## src/iws_params.svh

```systemverilog
// Clock rate, wake and watchdog times in microseconds, field positions and pin reset level of the two-wire wake port
`ifndef IWS_PARAMS_SVH
`define IWS_PARAMS_SVH

// Clock rate in MHz
`define IWS_CLK_MHZ     50
// Wake-low time in microseconds
`define IWS_WLO_US      60
// Wake-high delay in microseconds
`define IWS_WHI_US      1500
// Watchdog interval in microseconds
`define IWS_WDT_US      1300000
// Bits in one byte before the acknowledge clock
`define IWS_BYTE_BITS   4'h8
// Direction bit of the address byte
`define IWS_RW_BIT      0
// Threshold select bit of the address byte
`define IWS_TTL_BIT     3
// Reset level of the sampled pins
`define IWS_PIN_IDLE    1'h1

`endif

```

## src/iws_pkg.sv

```systemverilog
// Types shared by the two-wire wake port
package iws_pkg;

	typedef enum logic [2:0] {
		IWS_SLEEP,
		IWS_IDLE,
		IWS_WLOW,
		IWS_WHIGH,
		IWS_AWAKE
	} iws_pwr_t;

	typedef enum logic [2:0] {
		PH_IDLE,
		PH_ADDR,
		PH_AACK,
		PH_DATA,
		PH_DACK,
		PH_IGN
	} iws_ph_t;

	typedef struct packed {
		logic [7:0] data;
		logic       last;
	} iws_rx_t;

endpackage

```

## src/iws_sync.sv

```systemverilog
// Two-flop synchroniser for asynchronous pin levels
`timescale 1ns/1ps
`include "iws_params.svh"

module iws_sync #(
	parameter int WIDTH = 2
) (
	// Clock and reset
	input  wire logic             clk,
	input  wire logic             resetn,
	// Levels
	input  wire logic [WIDTH-1:0] d,
	output logic      [WIDTH-1:0] q
);

	logic [WIDTH-1:0] meta_q;

	genvar i;
	generate
		for (i = 0; i < WIDTH; i++) begin : g_bit
			always_ff @(posedge clk or negedge resetn) begin
				if (!resetn) begin
					meta_q[i] <= `IWS_PIN_IDLE;
					q[i]      <= `IWS_PIN_IDLE;
				end else begin
					meta_q[i] <= d[i];
					q[i]      <= meta_q[i];
				end
			end
		end
	endgenerate

endmodule

```

## src/iws_port.sv

```systemverilog
// Two-wire target port with wake detection, byte counting and watchdog
`timescale 1ns/1ps
`include "iws_params.svh"

module iws_port #(
	parameter int WHI_CYC = `IWS_WHI_US * `IWS_CLK_MHZ,
	parameter int WDT_CYC = `IWS_WDT_US * `IWS_CLK_MHZ
) (
	// Clock and reset
	input  wire logic            CLK,
	input  wire logic            RESETN,
	// Bus pins
	input  wire logic            SCL_I,
	input  wire logic            SDA_I,
	output logic                 SDA_O,
	output logic                 SDA_OE,
	// Configuration
	input  wire logic [7:0]      ADDR_CFG,
	output logic                 TTL_SEL,
	// Core requests
	input  wire logic            SLEEP_REQ,
	input  wire logic            IDLE_REQ,
	input  wire logic            EXEC_DONE,
	// Core status
	output logic                 AWAKE,
	output logic                 BUSY,
	output logic                 EXEC_START,
	output logic                 WDT_EXPIRED,
	// Received bytes
	output iws_pkg::iws_rx_t     RX,
	output logic                 RX_VALID
);

	localparam int WLO_CYC = `IWS_WLO_US * `IWS_CLK_MHZ;

	logic [1:0]        pins_s;
	logic              scl;
	logic              sda;
	logic              scl_p_q;
	logic              sda_p_q;
	logic              scl_en_q;
	logic              scl_rise;
	logic              scl_fall;
	logic              start_ev;
	logic              stop_ev;
	iws_pkg::iws_pwr_t pwr_q;
	iws_pkg::iws_ph_t  ph_q;
	logic [31:0]       wcnt_q;
	logic              ret_idle_q;
	logic [31:0]       wdt_q;
	logic              wdt_hit;
	logic [3:0]        bit_q;
	logic [7:0]        sh_q;
	logic              rd_q;
	logic              addr_ok;
	logic              byte_done;
	logic              take;
	logic              last;
	logic [7:0]        cnt_q;
	logic [7:0]        need_q;
	logic              full_q;
	logic              busy_q;
	logic              exec_go;
	logic              vol_clr;
	logic              sda_o_q;
	logic              sda_oe_q;
	logic              awake_q;
	logic              exec_q;
	logic              wdt_exp_q;
	logic              ttl_q;
	iws_pkg::iws_rx_t  rx_q;
	logic              rx_v_q;

	// Pin levels enter the clock domain here
	// oversampled bus edges
	iws_sync #(
		.WIDTH (2)
	) u_sync (
		.clk    (CLK),
		.resetn (RESETN),
		.d      ({SCL_I, SDA_I}),
		.q      (pins_s)
	);

	assign scl = pins_s[1];
	assign sda = pins_s[0];

	always_ff @(posedge CLK or negedge RESETN) begin
		if (!RESETN) begin
			scl_p_q <= `IWS_PIN_IDLE;
			sda_p_q <= `IWS_PIN_IDLE;
		end else begin
			scl_p_q <= scl;
			sda_p_q <= sda;
		end
	end

	assign scl_rise = scl_en_q & scl & ~scl_p_q;
	assign scl_fall = scl_en_q & ~scl & scl_p_q;
	assign start_ev = scl_en_q & scl & scl_p_q & sda_p_q & ~sda;
	assign stop_ev  = scl_en_q & scl & scl_p_q & ~sda_p_q & sda;

	assign wdt_hit = (pwr_q == iws_pkg::IWS_AWAKE) && !busy_q && (wdt_q >= WDT_CYC - 1);
	assign vol_clr = (pwr_q == iws_pkg::IWS_SLEEP);

	// Power states and wake timing
	always_ff @(posedge CLK or negedge RESETN) begin
		if (!RESETN) begin
			pwr_q      <= iws_pkg::IWS_SLEEP;
			wcnt_q     <= 32'h0;
			ret_idle_q <= 1'h0;
		end else begin
			case (pwr_q)
				iws_pkg::IWS_SLEEP, iws_pkg::IWS_IDLE: begin
					wcnt_q <= 32'h0;
					if (!sda) begin
						pwr_q      <= iws_pkg::IWS_WLOW;
						ret_idle_q <= (pwr_q == iws_pkg::IWS_IDLE);
					end
				end
				iws_pkg::IWS_WLOW: begin
					if (sda) begin
						wcnt_q <= 32'h0;
						if (wcnt_q >= WLO_CYC) begin
							pwr_q <= iws_pkg::IWS_WHIGH;
						end else if (ret_idle_q) begin
							pwr_q <= iws_pkg::IWS_IDLE;
						end else begin
							pwr_q <= iws_pkg::IWS_SLEEP;
						end
					end else if (wcnt_q < WLO_CYC) begin
						wcnt_q <= wcnt_q + 32'h1;
					end
				end
				iws_pkg::IWS_WHIGH: begin
					if (wcnt_q >= WHI_CYC - 1) begin
						pwr_q  <= iws_pkg::IWS_AWAKE;
						wcnt_q <= 32'h0;
					end else begin
						wcnt_q <= wcnt_q + 32'h1;
					end
				end
				iws_pkg::IWS_AWAKE: begin
					if (wdt_hit || SLEEP_REQ) begin
						pwr_q <= iws_pkg::IWS_SLEEP;
					end else if (IDLE_REQ) begin
						pwr_q <= iws_pkg::IWS_IDLE;
					end
				end
				default: begin
					pwr_q <= iws_pkg::IWS_SLEEP;
				end
			endcase
		end
	end

	always_ff @(posedge CLK or negedge RESETN) begin
		if (!RESETN) begin
			scl_en_q <= 1'h0;
		end else begin
			scl_en_q <= (pwr_q == iws_pkg::IWS_WHIGH) || (pwr_q == iws_pkg::IWS_AWAKE);
		end
	end

	// Watchdog runs while awake and not executing
	always_ff @(posedge CLK or negedge RESETN) begin
		if (!RESETN) begin
			wdt_q     <= 32'h0;
			wdt_exp_q <= 1'h0;
		end else begin
			wdt_exp_q <= wdt_hit;
			if (pwr_q != iws_pkg::IWS_AWAKE || busy_q || wdt_hit) begin
				wdt_q <= 32'h0;
			end else begin
				wdt_q <= wdt_q + 32'h1;
			end
		end
	end

	assign addr_ok   = (sh_q[7:1] == ADDR_CFG[7:1]);
	assign byte_done = scl_fall && !start_ev && !stop_ev && (bit_q == `IWS_BYTE_BITS);
	assign take      = byte_done && (ph_q == iws_pkg::PH_DATA) && !busy_q && !full_q;
	assign last      = (cnt_q == 8'h0) ? (sh_q <= 8'h1) : ((cnt_q + 8'h1) == need_q);

	// Bit and byte framing, acknowledge drive
	always_ff @(posedge CLK or negedge RESETN) begin
		if (!RESETN) begin
			ph_q     <= iws_pkg::PH_IDLE;
			bit_q    <= 4'h0;
			sh_q     <= 8'h0;
			rd_q     <= 1'h0;
			sda_oe_q <= 1'h0;
		end else if (!scl_en_q) begin
			ph_q     <= iws_pkg::PH_IDLE;
			bit_q    <= 4'h0;
			sda_oe_q <= 1'h0;
		end else if (start_ev) begin
			ph_q     <= iws_pkg::PH_ADDR;
			bit_q    <= 4'h0;
			sda_oe_q <= 1'h0;
		end else if (stop_ev) begin
			ph_q     <= iws_pkg::PH_IDLE;
			sda_oe_q <= 1'h0;
		end else begin
			case (ph_q)
				iws_pkg::PH_ADDR, iws_pkg::PH_DATA: begin
					if (scl_rise && bit_q < `IWS_BYTE_BITS) begin
						sh_q  <= {sh_q[6:0], sda};
						bit_q <= bit_q + 4'h1;
					end else if (byte_done) begin
						bit_q <= 4'h0;
						if (ph_q == iws_pkg::PH_ADDR) begin
							rd_q <= sh_q[`IWS_RW_BIT];
							if (addr_ok && !busy_q) begin
								ph_q     <= iws_pkg::PH_AACK;
								sda_oe_q <= 1'h1;
							end else begin
								ph_q <= iws_pkg::PH_IGN;
							end
						end else begin
							ph_q     <= iws_pkg::PH_DACK;
							sda_oe_q <= take;
						end
					end
				end
				iws_pkg::PH_AACK: begin
					if (scl_fall) begin
						sda_oe_q <= 1'h0;
						ph_q     <= rd_q ? iws_pkg::PH_IGN : iws_pkg::PH_DATA;
					end
				end
				iws_pkg::PH_DACK: begin
					if (scl_fall) begin
						ph_q     <= sda_oe_q ? iws_pkg::PH_DATA : iws_pkg::PH_IGN;
						sda_oe_q <= 1'h0;
					end
				end
				iws_pkg::PH_IGN, iws_pkg::PH_IDLE: begin
					sda_oe_q <= 1'h0;
				end
				default: begin
					ph_q     <= iws_pkg::PH_IDLE;
					sda_oe_q <= 1'h0;
				end
			endcase
		end
	end

	assign exec_go = full_q && !busy_q
		&& ((ph_q == iws_pkg::PH_DACK && scl_fall) || stop_ev);

	// Command byte count, first byte gives the total
	always_ff @(posedge CLK or negedge RESETN) begin
		if (!RESETN) begin
			cnt_q  <= 8'h0;
			need_q <= 8'h0;
			full_q <= 1'h0;
		end else if (vol_clr || wdt_hit || (busy_q && EXEC_DONE)) begin
			cnt_q  <= 8'h0;
			need_q <= 8'h0;
			full_q <= 1'h0;
		end else if (take) begin
			cnt_q  <= cnt_q + 8'h1;
			full_q <= last;
			if (cnt_q == 8'h0) begin
				need_q <= sh_q;
			end
		end
	end

	always_ff @(posedge CLK or negedge RESETN) begin
		if (!RESETN) begin
			busy_q <= 1'h0;
			exec_q <= 1'h0;
		end else begin
			exec_q <= exec_go;
			// Start of a new command wins over a stray done pulse
			if (vol_clr) begin
				busy_q <= 1'h0;
			end else if (exec_go) begin
				busy_q <= 1'h1;
			end else if (EXEC_DONE) begin
				busy_q <= 1'h0;
			end
		end
	end

	always_ff @(posedge CLK or negedge RESETN) begin
		if (!RESETN) begin
			rx_q   <= '0;
			rx_v_q <= 1'h0;
		end else begin
			rx_v_q <= take;
			if (take) begin
				rx_q.data <= sh_q;
				rx_q.last <= last;
			end
		end
	end

	always_ff @(posedge CLK or negedge RESETN) begin
		if (!RESETN) begin
			sda_o_q <= 1'h0;
			ttl_q   <= 1'h0;
			awake_q <= 1'h0;
		end else begin
			sda_o_q <= 1'h0;
			ttl_q   <= ADDR_CFG[`IWS_TTL_BIT];
			awake_q <= (pwr_q == iws_pkg::IWS_AWAKE);
		end
	end

	assign SDA_O       = sda_o_q;
	assign SDA_OE      = sda_oe_q;
	assign TTL_SEL     = ttl_q;
	assign AWAKE       = awake_q;
	assign BUSY        = busy_q;
	assign EXEC_START  = exec_q;
	assign WDT_EXPIRED = wdt_exp_q;
	assign RX          = rx_q;
	assign RX_VALID    = rx_v_q;
endmodule

```

## config.mk

```make
export PLATFORM = sky130hd
export DESIGN_NAME = iws_port
export DESIGN_NICKNAME = d
export VERILOG_FILES = /design/src/iws_pkg.sv /design/src/iws_sync.sv /design/src/iws_port.sv
export VERILOG_INCLUDE_DIRS = /design/src
export SDC_FILE = /design/constraint.sdc
export NUM_CORES = 1
export LEC_CHECK = 0
export ABC_AREA = 1
export BUFFER_PORTS_ARGS = -buffer_cell sky130_fd_sc_hd__buf_2
export CORE_ASPECT_RATIO = 0.5
export CORE_MARGIN = 2
export CORE_UTILIZATION = 29
export CTS_BUF_LIST = sky130_fd_sc_hd__clkbuf_16
export CTS_CLUSTER_SIZE = 40
export DETAILED_ROUTE_END_ITERATION = 10
export GPL_TIMING_DRIVEN = 0
export SYNTH_ARGS = -nofsm -noshare
export SYNTH_HDL_FRONTEND = slang
export SYNTH_SLANG_ARGS = --single-unit
export TNS_END_PERCENT = 50
```

## constraint.sdc

```tcl
create_clock -name CLK -period 4.7 [get_ports CLK]
set_clock_uncertainty 0.05 [all_clocks]
set_input_delay 0.705 -clock CLK [delete_from_list [all_inputs] [get_ports CLK]]
set_output_delay 0.705 -clock CLK [all_outputs]
set_load 0.005 [all_outputs]
```

==> results.txt, run 1 <==
- Number of buffers created by CTS: 17
- For this design, the CTS-stage hold fixing added 0 buffers.
* Remaining number of nets flagged by the antenna check after routing: 0
* Maximum fanout along the worst path: 10
* Largest family of logic cells by synthesized area: simple AND/OR/NAND/NOR gates
- The tightest min-delay check is of the primary input to async pin type.
* Maximum number of pins on one net before global-route repair: between 90 and 100
- For this block, the initial DRC count from the detailed router was ~320.
- The congestion estimate from routability-driven global placement came to between 0.8 and 0.9.
- After layout, the minimum clock period comes to 1.98 ns.
- Net switching is 25.0% of the power.
- The net count of the finished layout is about 900.
* Cell type with the highest occurrence count on the critical path: sky130_fd_sc_hd__nand2_1
* RSZ-0062 raised after global routing: no
* Area taken by multi-input logic gates: 2880 sq um
- Summing the areas of all compound-gate instances in the mapped netlist gives under 10% of the synthesized area.
- Hold violation total from the final report: 0
* Aggregate global routing overflow: 0
* Final-layout setup total negative slack: 0 ns
- Total vias in the final route: approximately 5.4k
- The critical path is of the flip-flop to flip-flop type.
- Clock tree synthesis found a total of about 120 sinks.
- Type of origin of the critical path: flip-flop
- The clock network is responsible for approximately 50% of the overall power.
* Area of the core: 21800 sq um
- Worst VDD drop: between 0.2 and 0.3 mV
- Highest Clock Rate: between 500 and 600 MHz
- Worst slack, placed: 2.74 ns
* Gate count after technology mapping: ~830
- Synth Warn #: 0
- The analysis attributes to cell leakage a power of between 0.003 and 0.004 uW.
- Number of I/O pins: 32
- Leaving out fill and tap cells, the most frequent cell in the layout is sky130_fd_sc_hd__nand2_1.
* Post-CTS sizing: 0
* Cells traversed along the worst timing path: inv_1 -> ha_1 -> nand3_1 -> nor2_1 -> clkbuf_1 -> nand2_1 -> nand2_1 -> a21oi_1
- The largest single stage delay on the critical path is roughly 0.44 ns.
- The clock passes through at most 2 buffers.
- Sequential share of power: between 30% and 40%
* Run status: finished, final reports clean
* Number of setup violations in the final report: 0
* Buffer type at the clock tree root: sky130_fd_sc_hd__clkbuf_16
- Multiplexer share of the synthesized area: 0%
- Basic-gate share of the synthesized area counting and, or, nand and nor cells: approximately a third
* Worst Setup SP: cnt_q[0]$_DFFE_PN0P_
- Layout area overhead: 18.9%
* Pre-Repair DR Iteration Count: 4
- The number of antenna diodes in the final layout is 0.
- Via/cell ratio: 4.48
* CP Buf/Inv Count: 2
- Final-layout fill cell count: roughly 2.2k
- The initial utilization of the core area, before any placement, comes to 29.8%.
- Max-capacitance violation count: 0
- The number of antenna violations at the first check in global routing came to 0.
* Minimum setup slack in the final design: roughly 2.7 ns
- Power per Cell Area: 376 nW/um^2
- Of the synthesized area, sequential elements account for around 48%.
* Worst path slowest cell: sky130_fd_sc_hd__dfrtp_1
- Number of global-route vias before repair: approximately 5.2k
- Aggregate global-route resource usage: 13.1%
* DRC: 0
- The average instance in the mapped netlist occupies ~7.8 sq um.
- Sort of element at the end of the critical path: flip-flop
* # port buffers: 29
- Net switching power figure: between 700 and 800 uW
- Share of the cycle needed by the critical path after routing: 42.0%
- Wire length of the first global-routing pass: 24900 microns
- CP required: just under 5 ns
* Number of synthesized register bits: around 120
- The post-route netlist has between 10% and 20% of its cells at a drive strength greater than 1.
* Cell area after technology mapping: 6510 sq um
- Internal power: approximately 2200 uW
- At the worst endpoint, the arrival time is 2.22 ns.
- Summing all flip-flop and latch instances after layout gives around 3100 sq um.
* Height of the chip: between 100 and 150 microns
- Synthesis instantiated 38 different standard cells from the library.
- Leaving out fill and tap cells, the most frequent cells in the layout are 193 x sky130_fd_sc_hd__nand2_1, 118 x sky130_fd_sc_hd__dfrtp_1, 118 x sky130_fd_sc_hd__nor2_1.
- Die span in x: around 220 microns
- Die area: roughly 24000 sq um
- Of the total synthesized cell area, the portion taken by XOR and XNOR cells is under 10%.
- Max Transition Viols Final: 0
- Once detailed placement completed, the half-perimeter wirelength came to 10300 microns.
* Detailed Route WL: about 14000 microns
- The floorplan has 38 rows.
* Part of the total power dissipated in combinational logic: approximately 11%
- In the final routed layout, each cell accounts on average for 11.9 microns.
- After clock tree synthesis, the clock-pin slew on the worst setup and hold paths is roughly 0.06 ns.
- The H-tree was split into 4 levels.
* CTS tree: done
* Number of buffers inserted to repair setup after CTS: 0
* Worst r2r src: cnt_q[0]$_DFFE_PN0P_
* Clock latency at the later pin of the worst-skew pair: ~0.42 ns
- Adder-cell share of the synthesized area: 1.35%
- Grouping stages by cell kind, the critical path spends the most delay in simple AND/OR/NAND/NOR gates.
registers in the layout, summed over array words and instances (netlist names), 2 cells and up:
register       flops
wcnt_q            32
need_q             8
ph_q               3
pwr_q              3
RX                 9
u_sync.meta_q      2
cnt_q              8
sh_q               8
wdt_q             32
u_sync.q           2
bit_q              4
metal layers:
metal | share of wire, % | routed length [microns] | global-route usage, % | up-vias
met5 | 0 | 0 | 0 | -
met4 | 1.1 | 163 | 4.14 | 0
met1 | 49 | 7070 | 16.7 | 2548
li1 | - | - | - | 2755
met2 | 46 | 6610 | 21.8 | 66
met3 | 3.3 | 466 | 3.54 | 12
power by group through the flow:
stage,logic (uW),clock network (uW),registers (uW)
final,329,1450,1130
after CTS,333,1490,1130
after global placement,322,0,1150
after global routing,375,1540,1130
after floorplan,225,0,1140
after detailed placement,332,0,1150
metrics by stage:
stage / total power (uW) / cells / utilization, % / hold WS [ns] / instance area, sq um
6_report: 2910 / 1202 / 35.5 / 0.106 / 7740
5_1_grt: 3050 / 1202 / 35.5 / 0.110 / 7740
4_1_cts: 2950 / 1202 / 35.5 / 0.107 / 7740
3_5_place_dp: 1480 / 1170 / 32.5 / 0.298 / 7080
3_3_place_gp: 1470 / 1169 / 32.3 / 0.297 / 7050
2_1_floorplan: 1370 / 840 / - / 0.295 / 6530
path summary, 6_finish.rpt:
kind | end | slack (ns) | cells past startpoint
worst max-delay path | need_q[0]$_DFFE_PN0P_ | 2.72 | 8
worst min-delay path | wcnt_q[20]$_DFFE_PN0P_ | 0.11 | 1
worst max register to register | need_q[0]$_DFFE_PN0P_ | 2.72 | 8
worst min register to register | u_sync.q[1]$_DFF_PN1_ | 0.30 | 0
max in group asynchronous | u_sync.q[0]$_DFF_PN1_ | 3.72 | 2
min in group CLK | u_sync.q[1]$_DFF_PN1_ | 0.30 | 0
logic make-up (layout without fill, tap and decap cells):
kind of cell             Yosys count  in the layout
AO/OA/AOI/OAI                     82             82
XOR/XNOR                          27             27
adder cells (fa/ha/maj)            7              7
buffers and inverters            131            193
flip-flops                       124            124
other                              1              7
AND/OR/NAND/NOR                  462            462
area by class of cell:
class                   count  share of cell area (%)
clock inverters            15                    2.97
repair buffers             30                    2.31
plain buffers              16                    1.44
flip-flops and latches    124                    40.2
well taps                 300                    4.85
clock buffers              17                    5.50
multi-input cells         585                    37.2
inverters                 115                    5.58
synth_stat cells (all sizes together):
library cell	instances	area share (%)
a21boi	1	0.12
nor3b	2	0.23
nor2	129	8.1
inv	115	6.6
a21oi	31	2.6
o21ai	44	3.4
buf	14	1.6
nor3	34	3.3
dfstp	6	2.4
ha	7	1.3
xnor2	7	0.94
xor2	20	2.7
nand3	70	5.5
o21bai	2	0.23
nand2	201	12
clkbuf	2	0.13
nor4	6	0.58
o31ai	4	0.46
nand4	16	1.8
nand3b	4	0.52
conb	1	0.058
dfrtp	118	45
No activity file was read; power rests on OpenSTA's default activity.
==> inputs of run 2 (changes only) <==
==> constraint.sdc (replaced) <==
create_clock -name CLK -period 1.6 [get_ports CLK]
set_clock_uncertainty 0.05 [all_clocks]
set_input_delay 0.24 -clock CLK [delete_from_list [all_inputs] [get_ports CLK]]
set_output_delay 0.24 -clock CLK [all_outputs]
set_load 0.005 [all_outputs]
==> run 2 against run 1 <==
Against the previous run:
- the run now ends with setup timing left
- non-clock buffer count is 91 higher
- via count is 11% higher
- combinational power grew to 5.5 times the previous value
- global-route usage rose by 1.8 points
- critical path depth is 3 higher
- final cell count grew 7.8%
- flip-flop and latch count unchanged
- total power rose to 3.0 times the previous value
- largest cell class is now multi-input gates
==> results.txt, run 2 (synthesis gave the netlist of run 1 again) <==
* Run status: finished, violations left
- The final reports fail on setup timing.
- The number of port buffers came to 29 (unchanged).
- Among all stages on the critical path, the largest delay is contributed by sky130_fd_sc_hd__dfrtp_2.
- Worst Hold End: pwr_q[2]$_DFFE_PN0P_
- Share of the cycle needed by the critical path after routing: 113% (+71 points)
- Critical path start-end classification: flip-flop to flip-flop
- Post-route minimum period: 1.81 ns (-0.170 ns)
- Cells traversed along the worst timing path: inv_4 -> ha_4 -> xnor2_2 -> nand2_1 -> nor2_1 -> nand3_1 -> nor2_1 -> nand3_1 -> nand2_2 -> nand2_2 -> nand2_1
- Worst r2r src: cnt_q[0]$_DFFE_PN0P_
* Max-capacitance violation count: 0 (unchanged)
- The cell count of the worst reg-to-reg path was 11 (+3).
* Gp weighted congestion: 0.888 (+5.4%)
- The total power draw is 8790 uW (+200%).
* Final Instance Area: 9530 sq um (+23%)
* Number of setup violations in the final report: 83 (+83)
* Maximum number of pins on one net before global-route repair: 77 (-21%)
- Aggregate global routing overflow: 0 (unchanged)
- H-tree levels: 4 (unchanged)
- Relative to the synthesized area, the layout overhead comes to 46.4%.
- The overall global routing resource usage is 14.9% (+1.8 points).
* Worst slack, placed: -0.284 ns (-3.02 ns)
- The fraction of layout instances using a drive strength above 1 is 39.0% (+25 points).
* Total inserted antenna cells: 0 (unchanged)
* Power per Cell Area: 923 nW/um^2 (+150%)
* Final-layout setup total negative slack: -6.68 ns (-6.68 ns)
- Worst min path class: primary input to flip-flop
- The number of clock sinks came to 124 (unchanged).
- Drt initial violations: 424 (+31%)
- Hold Crit Depth: 4
- The highest ir drop seen on vdd was 0.737 mV (+180%).
- The filler cell count in the final layout was 2016 (-10%).
- Total vias in the final route: 5970 (+11%)
- STA classifies the critical path endpoint as a flip-flop.
- Leak: 0.00425 uW (+20%)
- The total cell area at the placement stage is 7090 sq um (about the same).
* Maximum fanout along the worst path: 4 (-6)
- Highest Clock Rate: 554 MHz (+9.4%)
- The width of the die is 216 microns (unchanged).
- Number of global-route vias before repair: 5844 (+13%)
* Clock latency at the later pin of the worst-skew pair: 0.43 ns (about the same)
* Final routed wire length divided by cell count: 13.5 microns (+13%)
- Hold violation total from the final report: 0 (unchanged)
- The library cells used most frequently in the layout, excluding fill and tap cells, are 156 x sky130_fd_sc_hd__nand2_1, 101 x sky130_fd_sc_hd__dfrtp_1, 90 x sky130_fd_sc_hd__inv_1.
* Number of core rows: 38 (unchanged)
- CP required: 1.91 ns (-3.03 ns)
- The final-stage net count is 1005 (+10%).
- TritonCTS built the clock tree.
* Leading cell type in the layout, fill and taps excluded: sky130_fd_sc_hd__nand2_1
- Detailed Route WL: 17500 microns (+22%)
* R2R setup slack: -0.21 ns (-2.93 ns)
- Pre-Repair DR Iteration Count: 5 (+1)
- Slew at the pin closest to its max-slew limit: between 0.6 and 0.7 ns
- CTS max path bufs: 2 (unchanged)
- Number of buffers created by CTS: 17 (unchanged)
- Number of I/O pins: 32 (unchanged)
- Area of the core: 21800 sq um (unchanged)
- Height of the chip: 110 microns (unchanged)
- Setup repair after global routing could not meet its margin everywhere.
- The half-perimeter wire length after placement was 10400 microns (+0.11%).
- The DRC violation count after routing came to 0 (unchanged).
- The critical path arrival came to 2.12 ns (-0.10 ns).
- Number of antenna violations at the first check in global routing: 0 (unchanged)
* Effective utilization at floorplan: 29.8% (unchanged)
* Via/cell ratio: 4.61 (+2.9%)
* Worst min-delay path startpoint: IDLE_REQ
* Maximum cell stage delay along the critical path: 0.45 ns (about the same)
* Buffer type at the clock tree root: sky130_fd_sc_hd__clkbuf_16
* Remaining number of nets flagged by the antenna check after routing: 0 (unchanged)
- Clock-pin slew of the registers on the worst-case setup and hold paths: 0.06 ns (about the same)
* Wire length of the first global-routing pass: 28300 microns (+14%)
- The total count of max-transition violations in the final report came to 0 (unchanged).
- Remaining max-slew budget at the tightest pin: 54.9%
- The worst register-to-register path ends at RX[0]$_DFFE_PN0P_.
- The die area was 23700 sq um (unchanged).
- The least setup slack across all paths after layout is -0.206 ns (-2.93 ns).
- Type of origin of the critical path: flip-flop
==> run 2: cell types whose count changed in the layout (fill, tap and decap cells not counted), sizes merged <==
cell	delta
a21oi	+1
buf	+85
bufinv	-5
clkbuf	+2
clkinv	+3
clkinvlp	+3
dlygate4sd3	+4
nand2	+1
==> run 2: area by class of cell <==
class                           count  area (sq um)  share of cell area [%]
Multi-Input combinational cell    587          3730                    39.2
Timing Repair inverter              1          7.51                  0.0788
Tap cell                          300           375                    3.94
Inverter                          115           452                    4.74
Timing Repair Buffer              122          1090                    11.5
Sequential cell                   124          3130                    32.9
Buffer                             15           185                    1.94
Clock buffer                       17           425                    4.47
Clock inverter                     15           123                    1.29
==> run 2: power by group <==
group          switching [uW]  leakage [uW]  internal, uW
clock                    1500      0.000261          2120
combinational            1060       0.00233           758
sequential                108       0.00166          3240
total                    2670       0.00425          6120
==> run 2: worst max-delay path: cells and delay by family, from the launching register on <==
kind	cells	cell delay (ns)
simple gates	8	0.79
buf+inv	1	0.06
fa+ha+maj	1	0.28
flops	1	0.45
xor+xnor	1	0.10
==> run 2: through the flow <==
step | utilization [%] | std cells | hold WS, ns
2_1_floorplan | - | 840 | -0.106
3_3_place_gp | 32.3 | 1169 | 0.297
3_5_place_dp | 32.5 | 1170 | 0.173
4_1_cts | 39.9 | 1262 | 0.0900
5_1_grt | 43.7 | 1296 | 0.107
6_report | 43.7 | 1296 | 0.108
==> run 2: metal layers <==
metal	part of all wire, %	vias up	GRT usage [%]
li1	-	2958	-
met1	44	2878	18.4
met2	50	107	25.7
met3	4.2	27	3.68
met4	1.7	0	5.22
met5	0	-	0
==> run 2: repair_timing <==
action                                 CTS  global route
setup buffers                           49            31
gates resized for setup                159           148
setup endpoints to repair              103           107
endpoints found under the hold margin   45             0
cloned                                   8             3
hold buffers                             4             0
pin swaps                               46            48
==> run 2: how the worst max path moves through the flow <==
stage | cells past startpoint | to | start
3_3_place_gp | 1 | cnt_q[3]$_DFFE_PN0P_ | RESETN
5_1_grt | 11 | ph_q[1]$_DFFE_PN0P_ | scl_p_q$_DFF_PN1_
6_report | 11 | RX[0]$_DFFE_PN0P_ | cnt_q[0]$_DFFE_PN0P_
4_1_cts | 10 | cnt_q[6]$_DFFE_PN0P_ | scl_p_q$_DFF_PN1_
2_1_floorplan | 9 | cnt_q[5]$_DFFE_PN0P_ | scl_p_q$_DFF_PN1_
3_5_place_dp | 10 | ph_q[1]$_DFFE_PN0P_ | u_sync.q[0]$_DFF_PN1_
